$ cat src/logic/scmcfg_pkg.sv
// Constants shared by the chip-select mode configuration bank
package scmcfg_pkg;
    // Bus geometry
    localparam int ADDR_W = 12;
    localparam int NUM_REGIONS = 4;
    // Register byte offsets, one aligned word per region
    localparam logic [11:0] REGION0_MODE_CONFIG_OFS = 12'h000;
    localparam logic [11:0] REGION1_MODE_CONFIG_OFS = 12'h004;
    localparam logic [11:0] REGION2_MODE_CONFIG_OFS = 12'h008;
    localparam logic [11:0] REGION3_MODE_CONFIG_OFS = 12'h00c;
    // Field positions
    localparam int START_MSB = 31;
    localparam int START_LSB = 24;
    localparam int FILL_MSB = 23;
    localparam int FILL_LSB = 16;
    localparam int LATCH_BIT = 11;
    localparam int BURST_MSB = 5;
    localparam int BURST_LSB = 3;
    localparam int WIDTH_MSB = 1;
    localparam int WIDTH_LSB = 0;
    // Fixed start-address bytes per region
    localparam logic [7:0] START_BYTE [NUM_REGIONS] =
        '{8'h60, 8'h61, 8'h62, 8'h63};
    // Field values
    localparam logic [7:0] FILL_VALUE = 8'hff;
    localparam logic LATCH_RESET = 1'b1;
    localparam logic [2:0] BURST_SINGLE = 3'h0;
    localparam logic [2:0] BURST_FOUR = 3'h1;
    localparam logic [2:0] BURST_RESET = 3'h0;
    localparam logic [1:0] WIDTH_16BIT = 2'h1;
    localparam logic [1:0] WIDTH_RESET = 2'h1;
    // Bus responses
    localparam logic [1:0] RESP_OKAY = 2'h0;
    localparam logic [1:0] RESP_SLVERR = 2'h2;
endpackage : scmcfg_pkg

$ cat src/logic/scmcfg_cfg_if.sv
// Carrier for one region's configuration fields and readback word
interface scmcfg_cfg_if;
    logic [31:0] word;
    logic latch_used;
    logic [2:0] burst;
    logic [1:0] width;
    modport src (output word, output latch_used, output burst,
        output width);
    modport dst (input word, input latch_used, input burst, input width);
endinterface : scmcfg_cfg_if

$ cat src/logic/scmcfg_region.sv
// One region's read-only mode configuration register
module scmcfg_region #(
    parameter logic [7:0] START = 8'h60
) (
    // Clock and reset
    input wire logic aclk,
    input wire logic aresetn,
    // Configuration fields out
    scmcfg_cfg_if.src cfg
);
    logic latch_r;
    logic latch_nxt;
    logic [2:0] burst_r;
    logic [2:0] burst_nxt;
    logic [1:0] width_r;
    logic [1:0] width_nxt;

    // No write path: fields hold their reset values
    always_comb
    begin
        latch_nxt = latch_r;
        burst_nxt = burst_r;
        width_nxt = width_r;
    end

    // Field storage with documented reset values
    always_ff @(posedge aclk)
    begin
        if (!aresetn)
        begin
            latch_r <= scmcfg_pkg::LATCH_RESET;
            burst_r <= scmcfg_pkg::BURST_RESET;
            width_r <= scmcfg_pkg::WIDTH_RESET;
        end
        else
        begin
            latch_r <= latch_nxt;
            burst_r <= burst_nxt;
            width_r <= width_nxt;
        end
    end

    // Readback word; undefined bits read as zero
    always_comb
    begin
        cfg.word = 32'h0000_0000;
        cfg.word[scmcfg_pkg::START_MSB:scmcfg_pkg::START_LSB] = START;
        cfg.word[scmcfg_pkg::FILL_MSB:scmcfg_pkg::FILL_LSB] =
            scmcfg_pkg::FILL_VALUE;
        cfg.word[scmcfg_pkg::LATCH_BIT] = latch_r;
        cfg.word[scmcfg_pkg::BURST_MSB:scmcfg_pkg::BURST_LSB] = burst_r;
        cfg.word[scmcfg_pkg::WIDTH_MSB:scmcfg_pkg::WIDTH_LSB] = width_r;
    end

    // Field outputs
    assign cfg.latch_used = latch_r;
    assign cfg.burst = burst_r;
    assign cfg.width = width_r;
endmodule : scmcfg_region

$ cat src/logic/scmcfg_bank.sv
// Chip-select mode configuration bank with an AXI4-Lite slave
// Function
// Bits 31:24 read region start byte: 0x60, 0x61, 0x62.
// Bit 11 reports address-latch strobe use; resets to 1.
// Bits 5:3 read burst length: 000 single, 001 four beats; reset 000.
// Bits 1:0 bus width: 01 means 16 bits; reset 01.
// Region three register has the same layout, start byte 0x63.
// All fields read-only; writes ignored; bits 23:16 read all ones.
//
// The implementer's own choices: the AXI4-Lite interface to the registers and the register offsets.
module scmcfg_bank #(
    parameter int ADDR_W = scmcfg_pkg::ADDR_W
) (
    // Clock and reset
    input wire logic aclk,
    input wire logic aresetn,
    // Write address channel
    input wire logic [ADDR_W-1:0] awaddr,
    input wire logic [2:0] awprot,
    input wire logic awvalid,
    output logic awready,
    // Write data channel
    input wire logic [31:0] wdata,
    input wire logic [3:0] wstrb,
    input wire logic wvalid,
    output logic wready,
    // Write response channel
    output logic [1:0] bresp,
    output logic bvalid,
    input wire logic bready,
    // Read address channel
    input wire logic [ADDR_W-1:0] araddr,
    input wire logic [2:0] arprot,
    input wire logic arvalid,
    output logic arready,
    // Read data channel
    output logic [31:0] rdata,
    output logic [1:0] rresp,
    output logic rvalid,
    input wire logic rready,
    // Per-region configuration outputs
    output logic [scmcfg_pkg::NUM_REGIONS-1:0] latch_strobe_used,
    output logic [2:0] read_burst_len [scmcfg_pkg::NUM_REGIONS],
    output logic [1:0] bus_width_sel [scmcfg_pkg::NUM_REGIONS]
);
    localparam int NR = scmcfg_pkg::NUM_REGIONS;

    logic [31:0] word [NR];

    // One register per region, each with its own start byte
    for (genvar g = 0; g < NR; g++)
    begin : g_region
        scmcfg_cfg_if cfg_if ();
        scmcfg_region #(
            .START(scmcfg_pkg::START_BYTE[g])
        ) u_region (
            .aclk(aclk),
            .aresetn(aresetn),
            .cfg(cfg_if.src)
        );
        assign word[g] = cfg_if.word;
        assign latch_strobe_used[g] = cfg_if.latch_used;
        assign read_burst_len[g] = cfg_if.burst;
        assign bus_width_sel[g] = cfg_if.width;
    end

    // Register select decoded from a byte address
    typedef struct packed {
        logic hit;
        logic [1:0] idx;
    } scmcfg_sel_s;

    // Match an address against the four register offsets
    // Bits 1:0 do not select; any other address is a miss
    function automatic scmcfg_sel_s decode(input logic [ADDR_W-1:0] a);
        logic [ADDR_W-1:0] wa;
        scmcfg_sel_s sel;
        wa = {a[ADDR_W-1:2], 2'b00};
        sel.hit = 1'b1;
        sel.idx = 2'h0;
        case (wa)
            ADDR_W'(scmcfg_pkg::REGION0_MODE_CONFIG_OFS):
                sel.idx = 2'h0;
            ADDR_W'(scmcfg_pkg::REGION1_MODE_CONFIG_OFS):
                sel.idx = 2'h1;
            ADDR_W'(scmcfg_pkg::REGION2_MODE_CONFIG_OFS):
                sel.idx = 2'h2;
            ADDR_W'(scmcfg_pkg::REGION3_MODE_CONFIG_OFS):
                sel.idx = 2'h3;
            default:
                sel.hit = 1'b0;
        endcase
        decode = sel;
    endfunction : decode

    // Write channel state
    logic aw_held_r;
    logic aw_held_nxt;
    logic w_held_r;
    logic w_held_nxt;
    logic [ADDR_W-1:0] waddr_r;
    logic [ADDR_W-1:0] waddr_nxt;
    logic awready_r;
    logic awready_nxt;
    logic wready_r;
    logic wready_nxt;
    logic bvalid_r;
    logic bvalid_nxt;
    logic [1:0] bresp_r;
    logic [1:0] bresp_nxt;

    // Take address and data in either order, answer once both are in
    always_comb
    begin
        scmcfg_sel_s wsel;
        // Address held, or the one being taken at this edge
        waddr_nxt = (awvalid & awready_r) ? awaddr : waddr_r;
        wsel = decode(waddr_nxt);
        aw_held_nxt = aw_held_r | (awvalid & awready_r);
        w_held_nxt = w_held_r | (wvalid & wready_r);
        bvalid_nxt = bvalid_r & ~bready;
        bresp_nxt = bresp_r;
        if (aw_held_nxt && w_held_nxt && !bvalid_r)
        begin
            // Data is dropped: the bank has no writable field
            bvalid_nxt = 1'b1;
            bresp_nxt = wsel.hit ? scmcfg_pkg::RESP_OKAY
                : scmcfg_pkg::RESP_SLVERR;
            aw_held_nxt = 1'b0;
            w_held_nxt = 1'b0;
        end
        awready_nxt = ~aw_held_nxt & ~bvalid_nxt;
        wready_nxt = ~w_held_nxt & ~bvalid_nxt;
    end

    // Write channel registers
    always_ff @(posedge aclk)
    begin
        if (!aresetn)
        begin
            aw_held_r <= 1'b0;
            w_held_r <= 1'b0;
            waddr_r <= '0;
            awready_r <= 1'b0;
            wready_r <= 1'b0;
            bvalid_r <= 1'b0;
            bresp_r <= scmcfg_pkg::RESP_OKAY;
        end
        else
        begin
            aw_held_r <= aw_held_nxt;
            w_held_r <= w_held_nxt;
            waddr_r <= waddr_nxt;
            awready_r <= awready_nxt;
            wready_r <= wready_nxt;
            bvalid_r <= bvalid_nxt;
            bresp_r <= bresp_nxt;
        end
    end

    // Read channel state
    logic arready_r;
    logic arready_nxt;
    logic rvalid_r;
    logic rvalid_nxt;
    logic [31:0] rdata_r;
    logic [31:0] rdata_nxt;
    logic [1:0] rresp_r;
    logic [1:0] rresp_nxt;

    // Answer a read one cycle after the address is taken
    always_comb
    begin
        scmcfg_sel_s rsel;
        rsel = decode(araddr);
        rvalid_nxt = rvalid_r & ~rready;
        rdata_nxt = rdata_r;
        rresp_nxt = rresp_r;
        if (arvalid && arready_r)
        begin
            rvalid_nxt = 1'b1;
            // A miss reads zero with an error response
            if (rsel.hit)
            begin
                rdata_nxt = word[rsel.idx];
                rresp_nxt = scmcfg_pkg::RESP_OKAY;
            end
            else
            begin
                rdata_nxt = 32'h0000_0000;
                rresp_nxt = scmcfg_pkg::RESP_SLVERR;
            end
        end
        arready_nxt = ~rvalid_nxt;
    end

    // Read channel registers
    always_ff @(posedge aclk)
    begin
        if (!aresetn)
        begin
            arready_r <= 1'b0;
            rvalid_r <= 1'b0;
            rdata_r <= 32'h0000_0000;
            rresp_r <= scmcfg_pkg::RESP_OKAY;
        end
        else
        begin
            arready_r <= arready_nxt;
            rvalid_r <= rvalid_nxt;
            rdata_r <= rdata_nxt;
            rresp_r <= rresp_nxt;
        end
    end

    // Outputs straight from flip-flops
    assign awready = awready_r;
    assign wready = wready_r;
    assign bvalid = bvalid_r;
    assign bresp = bresp_r;
    assign arready = arready_r;
    assign rvalid = rvalid_r;
    assign rdata = rdata_r;
    assign rresp = rresp_r;
endmodule : scmcfg_bank

$ cat config.mk
export PLATFORM = sky130hd
export DESIGN_NAME = scmcfg_bank
export DESIGN_NICKNAME = d
export VERILOG_FILES = /design/src/logic/scmcfg_pkg.sv /design/src/logic/scmcfg_cfg_if.sv /design/src/logic/scmcfg_region.sv /design/src/logic/scmcfg_bank.sv
export SDC_FILE = /design/constraint.sdc
export NUM_CORES = 1
export LEC_CHECK = 0
export ABC_AREA = 1
export BUFFER_PORTS_ARGS = -buffer_cell sky130_fd_sc_hd__buf_2
export CAP_MARGIN = 20
export CORE_MARGIN = 1
export CORE_UTILIZATION = 34
export CTS_CLUSTER_SIZE = 14
export DETAILED_ROUTE_END_ITERATION = 8
export GPL_TIMING_DRIVEN = 0
export PLACE_DENSITY = 0.8
export SLEW_MARGIN = 20
export SYNTH_ARGS = -nofsm -noshare
export SYNTH_HDL_FRONTEND = slang
export SYNTH_SLANG_ARGS = --single-unit
$ cat constraint.sdc
create_clock -name aclk -period 1.25 [get_ports aclk]
set_input_delay 0.0625 -clock aclk [delete_from_list [all_inputs] [get_ports aclk]]
set_output_delay 0.0625 -clock aclk [all_outputs]
set_load 0.01 [all_outputs]
; Yosys cells after proc, flatten, opt, wreduce, memory -nomap -nowiden
; Cells that the tools add are included.
[totals]
out_inout_bits = 65
reg_bits = 55
wordCells = 56
inputBits = 73
[classes]
reduce_logical = 8
magnitude_cmp = 1
bitwise = 15
eq_ne = 6
muxes = 14
[ops]
columns = operator, count
row1 = 2-to-1 mux 32 bit, 3
row2 = binary-select mux 32 bit (select 2 bit), 1
row3 = "equality test 10 x 2 -> 1 bit, second input constant", 4
row4 = "equality test 10 x 1 -> 1 bit, second input constant", 2
row5 = zero test 10 bit, 2
row6 = 2-to-1 mux 12 bit, 1
row7 = OR reduction 4 bit, 2
row8 = AND 1 bit, 6
row9 = 2-to-1 mux 1 bit, 6
row10 = NOT 1 bit, 6
row11 = case mux 2 bit (3 select lines), 1
row12 = 2-to-1 mux 2 bit, 2
row13 = "greater-or-equal comparator 3 bit, second input constant", 1
row14 = logical AND 1 bit, 3
row15 = NOT 2 -> 3 bit, 1
row16 = OR 1 bit, 2
row17 = zero test 1 bit, 1

; Longest topological paths before layout
; Gate-level depths: netlist of run 1.
[depth]
depth_word = 7
mapped_depth = 8

; By module
; A second synthesis of run 1 with hierarchy kept.
[hier_totals]
cells_unflattened = 746
hier_area_um2 = 4807.1
[modules_own_cells]
columns = module, seq_area_each_um2, n_inst, area_per_inst_um2, cells_each
row1 = scmcfg_bank, 980.9, 1, 3636.0, 586
row2 = scmcfg_region, 0.0, 4, 292.8, 40

; Worst setup path after synthesis of run 1
; OpenSTA, ideal clock, no wires.
[synth_path]
path_kind = reg-to-reg
from = register awready_r, in the netlist awready
to = register bresp_r[1], in the netlist bresp[1]
arrival_ps = 1047
setup_ps = 117
setup_slack_ps = 86
required_ps = 1133
path_buffers = 1
path_stages_with_launch = 9
path_cell_list = dfxtp_1 -> nand2_2 -> buf_6 -> nand2_4 -> nand2_1 -> nor2_1 -> nand3_1 -> nor2_1 -> nor2_1
[synth_via]
elab_chain_cells = 6
[synth_lines]
columns = item, line_no
row1 = "start, declared", scmcfg_bank.sv:103  ; logic awready_r;
row2 = "start signal, assigned", scmcfg_bank.sv:154  ; awready_r <= awready_nxt;
row3 = AND 1 bit *, "scmcfg_bank.sv:117, scmcfg_bank.sv:119"
row4 = 2-to-1 mux 12 bit, scmcfg_bank.sv:117  ; waddr_nxt = (awvalid & awready_r) ? awaddr : waddr_r;
row5 = equality test 10 x 2 -> 1 bit (tied with other cells), n/a
row6 = OR reduction 4 bit (no source line), n/a
row7 = 2-to-1 mux 1 bit, scmcfg_bank.sv:81  ; case (wa)
row8 = 2-to-1 mux 2 bit, scmcfg_bank.sv:127  ; bresp_nxt = wsel.hit ? scmcfg_pkg::RESP_OKAY
row9 = "end signal, assigned", scmcfg_bank.sv:147  ; bresp_r <= scmcfg_pkg::RESP_OKAY;
row10 = "end signal, assigned", scmcfg_bank.sv:157  ; bresp_r <= bresp_nxt;
row11 = "end, declared", scmcfg_bank.sv:109  ; logic [1:0] bresp_r;
; Every way passes the cells marked *; elsewhere a longest branch is shown, timed or not.
; A chain may end at the register's enable or synchronous reset.

; Worst setup path in the final report of run 1
; Same ends and word-level chain as after synthesis.

==> flow_metrics.py, run 1 <==
metrics = {
    "outcome": {
        "status": "completed",
    },
    "worst_hold_path": {
        "hp-class": "input port to flip-flop",
    },
    "drt": {
        "detail_route.wl_per_cell_um": 7.45,
        "drtIter0Drc": 15,
        "vias": 1081,
        "dr.pass1.iters": 4,
        "viasPerCell": 3.54,
        "totalWireLength_mm": 2.27,
        "drc": 0,
        "detail-route-antenna-nets": 0,
    },
    "critical_path": {
        "worstSetupStartpointType": "flip-flop",
        "cp-end-kind": "flip-flop",
        "arrival_ns": 1.38,
        "criticalPathCategory": "flip-flop to flip-flop",
        "path_max_fanout": 8,
        "required_ns": 1.45,
        "r2r_slack_ns": 0.07,
    },
    "power_and_ir_drop": {
        "power.internal_mw": 1.25,
        "p_switching_mw": 0.476,
        "sw_frac_of_total": 0.276,
        "p_leak_nw": 1.07,
        "clkPwrFrac": 0.300,
        "pwr-share-seq": 0.420,
        "ir_drop_mv": 0.541,
        "p_total_mw": 1.73,
        "p_per_area_nw_per_um2": 1000,
        "combPwrFrac": 0.280,
    },
    "clocking": {
        "ctsHoldBuffers": 0,
        "cts_buffer_depth": 2,
        "cts_tree": "yes",
        "cts_sinks": 20,
        "insertion_delay_ns": 0.29,
        "h-tree-depth": 1,
        "path_clk_slew_ns": 0.11,
        "cts_root_buf": "clkbuf_4",
        "numCtsBuffers": 3,
    },
    "run": {
        "maxCapViolCount": 0,
    },
    "global_routing": {
        "track_usage": 0.117,
        "grt_max_degree": 14,
        "grt_pass1_vias": 809,
        "grt.overflow.total": 0,
        "antenna_found_initial": 0,
        "grt_pass1_wl_mm": 3.35,
    },
    "finish": {
        "area_growth_pct": 41.4,
        "layout_common_cells": "buf_4, buf_2, conb_1, nand2_1, nor2_1",
        "multiInputGateArea_um2": 510,
        "num_antenna_cells": 0,
        "nFillCells": 340,
        "utilization": 0.510,
        "layout.area.seq_um2": 405,
        "fin_nets": 333,
        "drive_gt1_frac": 0.444,
        "final_common_cell": "buf_4",
    },
    "floorplanning": {
        "start_util": 0.361,
        "die_width_um": 62.0,
        "core-area_um2": 3390,
        "die_area_um2": 3840,
        "dieHeight_um": 62.0,
        "fp-row-count": 21,
        "io_pins": 138,
    },
    "sta": {
        "slew_viol_final": 0,
        "post-route-min-period_ns": 1.18,
        "setup_viol": 0,
        "finalSetupTns_ns": 0,
        "rsz0062_at_grt": "no",
        "fin_crit_sh": 0.947,
        "fmax_mhz": 845,
        "final-hold-violation-count": 0,
        "skew_ns": 0.00414,
    },
    "place": {
        "gp_congestion": 0.715,
        "io_buffers": 45,
        "hpwlAfterDp_mm": 1.91,
    },
    "logic_synthesis": {
        "seq_area_frac_synth": 0.328,
        "synth_seq_cells": 20,
        "synth_cell_types": 15,
        "syn_area_um2": 1220,
        "yosys_warnings": 0,
        "syn_avg_cell_area_um2": 7.28,
        "syn_inst": 168,
    },
}
## power groups by stage
stage | combinational [mW] | sequential [mW] | clock [mW]
2_1_floorplan | 0.348 | 0.745 | 0
3_3_place_gp | 0.470 | 0.734 | 0
3_5_place_dp | 0.475 | 0.736 | 0
4_1_cts | 0.479 | 0.724 | 0.532
5_1_grt | 0.550 | 0.733 | 0.557
6_report | 0.484 | 0.726 | 0.518
## metal layers
layer,GRT usage,vias to the layer above,share of wire
met5,0,-,0
met4,0.0381,0,0.0084
met3,0.0166,2,0.058
met2,0.220,39,0.53
met1,0.133,444,0.40
li1,-,596,-
## final cells by class
cell class,count,area share
clock buffers,3,0.0130
repair buffers,45,0.130
clock inverters,1,0.0174
inverters,13,0.0282
well taps,46,0.0333
multi-input cells,120,0.295
plain buffers,57,0.248
flip-flops and latches,20,0.235
## kinds of logic (layout without fill, tap and decap cells)
group,Yosys count,after routing,synth area share
buf+inv,70,119,0.390
simple gates,62,62,0.216
flops,20,20,0.328
compound gates,14,14,0.0604
other cells,2,44,0.00614
## synth_stat cells
| cell | number | share of area |
|---|---|---|
| nand4_1 | 1 | 0.0051 |
| conb_1 | 2 | 0.0061 |
| nand2_2 | 5 | 0.026 |
| buf_4 | 55 | 0.34 |
| dfxtp_1 | 20 | 0.33 |
| nand2_1 | 28 | 0.086 |
| buf_6 | 1 | 0.0092 |
| nand3_1 | 7 | 0.029 |
| o21ai_2 | 1 | 0.0072 |
| inv_1 | 13 | 0.040 |
| clkbuf_1 | 1 | 0.0031 |
| nor2_1 | 20 | 0.061 |
| nand2_4 | 1 | 0.0092 |
| o21ai_0 | 2 | 0.0082 |
| a21oi_1 | 11 | 0.045 |
## worst max-delay path: stages, from the launching register on
cell,delay (ns)
dfxtp_4,0.40
nand2_4,0.07
buf_6,0.15
nand2_1,0.08
nand2_1,0.06
nor2_1,0.10
nand3_1,0.09
nor2_1,0.10
nor2_1,0.05
## path summary, 6_finish.rpt
kind	to	cells after the start	startpoint
worst max-delay path	bresp[1]	8	awready
worst min-delay path	rdata[25]	3	araddr[3]
worst max register to register	bresp[1]	8	awready
worst min register to register	rdata[25]	2	rdata[25]
## what timing repair did
item / CTS / global route
endpoints found under the setup margin: 2 / 1
gates cloned: 0 / 0
resized for setup: 2 / 3
setup buffers: 0 / 0
## per-stage QoR
stage                     hold WS [ns]  area [µm²]  std cells  setup WS [ns]
after global placement           0.327        1660        301         0.0253
after floorplan                  0.188        1380        210         0.0859
after global routing          0.000655        1730        305        0.00641
after CTS                      0.00427        1720        305         0.0174
final                          0.00782        1730        305         0.0668
after detailed placement         0.333        1660        301        0.00173
## sequential cells by signal, indices dropped and copies added (netlist names)
signal	count
arready	1
aw_held_r	1
awready	1
bresp	1
bvalid	1
rdata	3
rresp	1
rvalid	1
w_held_r	1
waddr_r	8
wready	1
Note: power is estimated with default switching activity, not from simulation.
==> run 2, diff against run 1 <==
- ABC_AREA: 1 -> not set
- CAP_MARGIN: 20 -> not set
- CORE_UTILIZATION: 34 -> 33
- PLACE_DENSITY: 0.8 -> 0.79
==> run 2 against run 1 <==
Compared with the run above:
- maximum frequency is 6.8% higher
- sequential power fell by 2%
- global-route usage decreased by 0.85 points
- final cell count shrank 7.9%
- combinational power decreased by 11%
- first-iteration DRC count unchanged
- synthesized cell count is 17% lower
- cell area shrank 1.8%
- area after synthesis shrank 3.7%
- non-clock buffer count grew 5
- via count decreased by 3.9%
- total power decreased by 13%
- largest cell class unchanged
- largest power group unchanged
- highest routed layer unchanged
==> flow_metrics.py, run 2 <==
metrics = {
    "drt": {
        "drtIter0Drc": 15,
        "detail-route-antenna-nets": 0,
        "totalWireLength_mm": 2.17,
        "detail_route.wl_per_cell_um": 7.73,
        "vias": 1039,
        "viasPerCell": 3.70,
        "dr.pass1.iters": 4,
        "drc": 0,
    },
    "clocking": {
        "h-tree-depth": 1,
        "cts_sinks": 20,
        "insertion_delay_ns": 0.29,
        "cts_tree": "yes",
        "postCtsSetupRepairBufs": 0,
        "cts_buffer_depth": 2,
        "path_clk_slew_ns": 0.11,
        "cts_root_buf": "clkbuf_4",
        "numCtsBuffers": 3,
    },
    "floorplanning": {
        "die_area_um2": 3810,
        "dieHeight_um": 61.7,
        "die_width_um": 61.7,
        "core-area_um2": 3390,
        "io_pins": 138,
        "start_util": 0.347,
        "fp-row-count": 21,
    },
    "critical_path": {
        "cp-end-kind": "flip-flop",
        "criticalPathCategory": "input port to flip-flop",
        "arrival_ns": 1.28,
        "r2r_slack_ns": 0.15,
        "path_max_fanout": 2,
        "worstSetupStartpointType": "input port",
        "required_ns": 1.43,
    },
    "logic_synthesis": {
        "synth_edf_count": 0,
        "seq_area_frac_synth": 0.340,
        "synth.most_common_cell": "buf_4",
        "async_flop_share": 0,
        "syn_area_um2": 1180,
        "synth_seq_cells": 20,
        "synth_flop_cell": "dfxtp_1",
        "syn_inst": 140,
        "synth_cell_types": 23,
        "yosys_warnings": 0,
        "synth.area.top_cells": "buf_4, dfxtp_1, nand2_1, a21oi_1, nor4_1",
        "synth_commonest_cells": "buf_4, dfxtp_1, nand2_1",
        "synth_top_area_cell": "buf_4",
        "syn_avg_cell_area_um2": 8.41,
        "yosysTopAreaCellShare": 0.351,
    },
    "power_and_ir_drop": {
        "p_leak_nw": 0.960,
        "ir_drop_mv": 0.411,
        "p_per_area_nw_per_um2": 886,
    },
    "finish": {
        "nFillCells": 323,
        "final_common_cell": "buf_4",
        "utilization": 0.501,
        "largest_register": "waddr_r",
        "num_antenna_cells": 0,
        "final_area_um2": 1700,
        "drive_gt1_frac": 0.485,
        "area_growth_pct": 44.1,
        "largest_reg_flops": 8,
        "layout.area.seq_um2": 403,
        "multiInputGateArea_um2": 507,
        "fin_nets": 309,
        "layout_common_cells": "buf_4, buf_2, conb_1, nand2_1, dfxtp_1",
    },
    "sta": {
        "post-route-min-period_ns": 1.11,
        "fin_crit_sh": 0.886,
        "rsz0062_at_grt": "no",
        "slew_viol_final": 0,
        "finalSetupTns_ns": 0,
        "skew_ns": 0.00569,
        "fmax_mhz": 902,
        "setup_viol": 0,
        "final-hold-violation-count": 0,
        "holdWs_ns": 0.0171,
    },
    "global_routing": {
        "antenna_found_initial": 0,
        "grt.overflow.total": 0,
        "use_met2": 0.198,
        "grt.busiest_layer": "met2",
        "grt_pass1_vias": 740,
        "grt_max_degree": 14,
        "met3_usage": 0.0207,
        "grtUsageMet1": 0.114,
        "grt_pass1_wl_mm": 2.97,
        "track_usage": 0.108,
    },
    "run": {
        "maxCapViolCount": 0,
    },
    "place": {
        "place_area_um2": 1620,
        "hpwlAfterDp_mm": 1.79,
        "gp_congestion": 0.659,
        "io_buffers": 45,
    },
    "outcome": {
        "status": "completed",
    },
    "worst_hold_path": {
        "hp-class": "input port to flip-flop",
    },
}
[run 2: changes by cell type after synthesis, sizes merged, moves of 3 or more]
cell	before	now
nor3	0	4
and3	0	5
nand3	7	0
o21ai	3	0
nor2	20	1
a21oi	11	14
inv	13	1
nand2	34	18
nor4	0	6
[run 2: critical path, stage by stage]
cell           delay (ns)
dlygate4sd3_1        0.53
buf_2                0.13
nor4_1               0.27
and3_1               0.22
o41ai_2              0.07
[run 2: layout make-up]
class,instances,share of cell area
timing repair buffer,49,0.156
multi-input combinational,103,0.299
sequential,20,0.237
tap,46,0.0339
inverter,1,0.00221
buffer,58,0.250
clock buffer,4,0.0214
[run 2: what timing repair did]
action | 4_1_cts | 5_1_grt
hold buffers | 2 | 2
cloned | 0 | 0
pin swaps | 0 | 1
endpoints found under the setup margin | 1 | 12
endpoints found under the hold margin | 2 | 2
resized for setup | 1 | 1
[run 2: logic make-up after synthesis]
logic type,count (synthesis),share of synthesized area
buffers and inverters,59,0.363
and+or+nand+nor,40,0.180
DFF,20,0.340
AOI/OAI and AO/OA,17,0.0935
muxes,2,0.0170
other,2,0.00638
[run 2: metrics by stage]
stage	std cells	power [mW]	setup slack, ns
2_1_floorplan	182	1.03	0.0138
3_3_place_gp	273	1.13	0.0350
3_5_place_dp	273	1.14	0.00865
4_1_cts	279	1.51	0.0172
5_1_grt	281	1.61	0.0486
6_report	281	1.50	0.142
[run 2: routing by layer]
layer	routed length (µm)	vias up
met1	865	420
met2	1040	60
met3	192	6
met5	0	-
li1	-	553
met4	72	0
[run 2: power breakdown]
group          internal, mW  switching, mW
Clock                 0.177          0.190
Sequential            0.679         0.0282
Combinational         0.228          0.201
Total                  1.08          0.419
[run 2: worst paths after layout]
kind | endpoint | start | cells after the start
hold reg to reg | waddr_r[10] | waddr_r[10] | 2
setup reg to reg | bresp[1] | awready | 3
setup / recovery | bresp[1] | awaddr[5] | 5
hold / removal | waddr_r[7] | awaddr[7] | 3
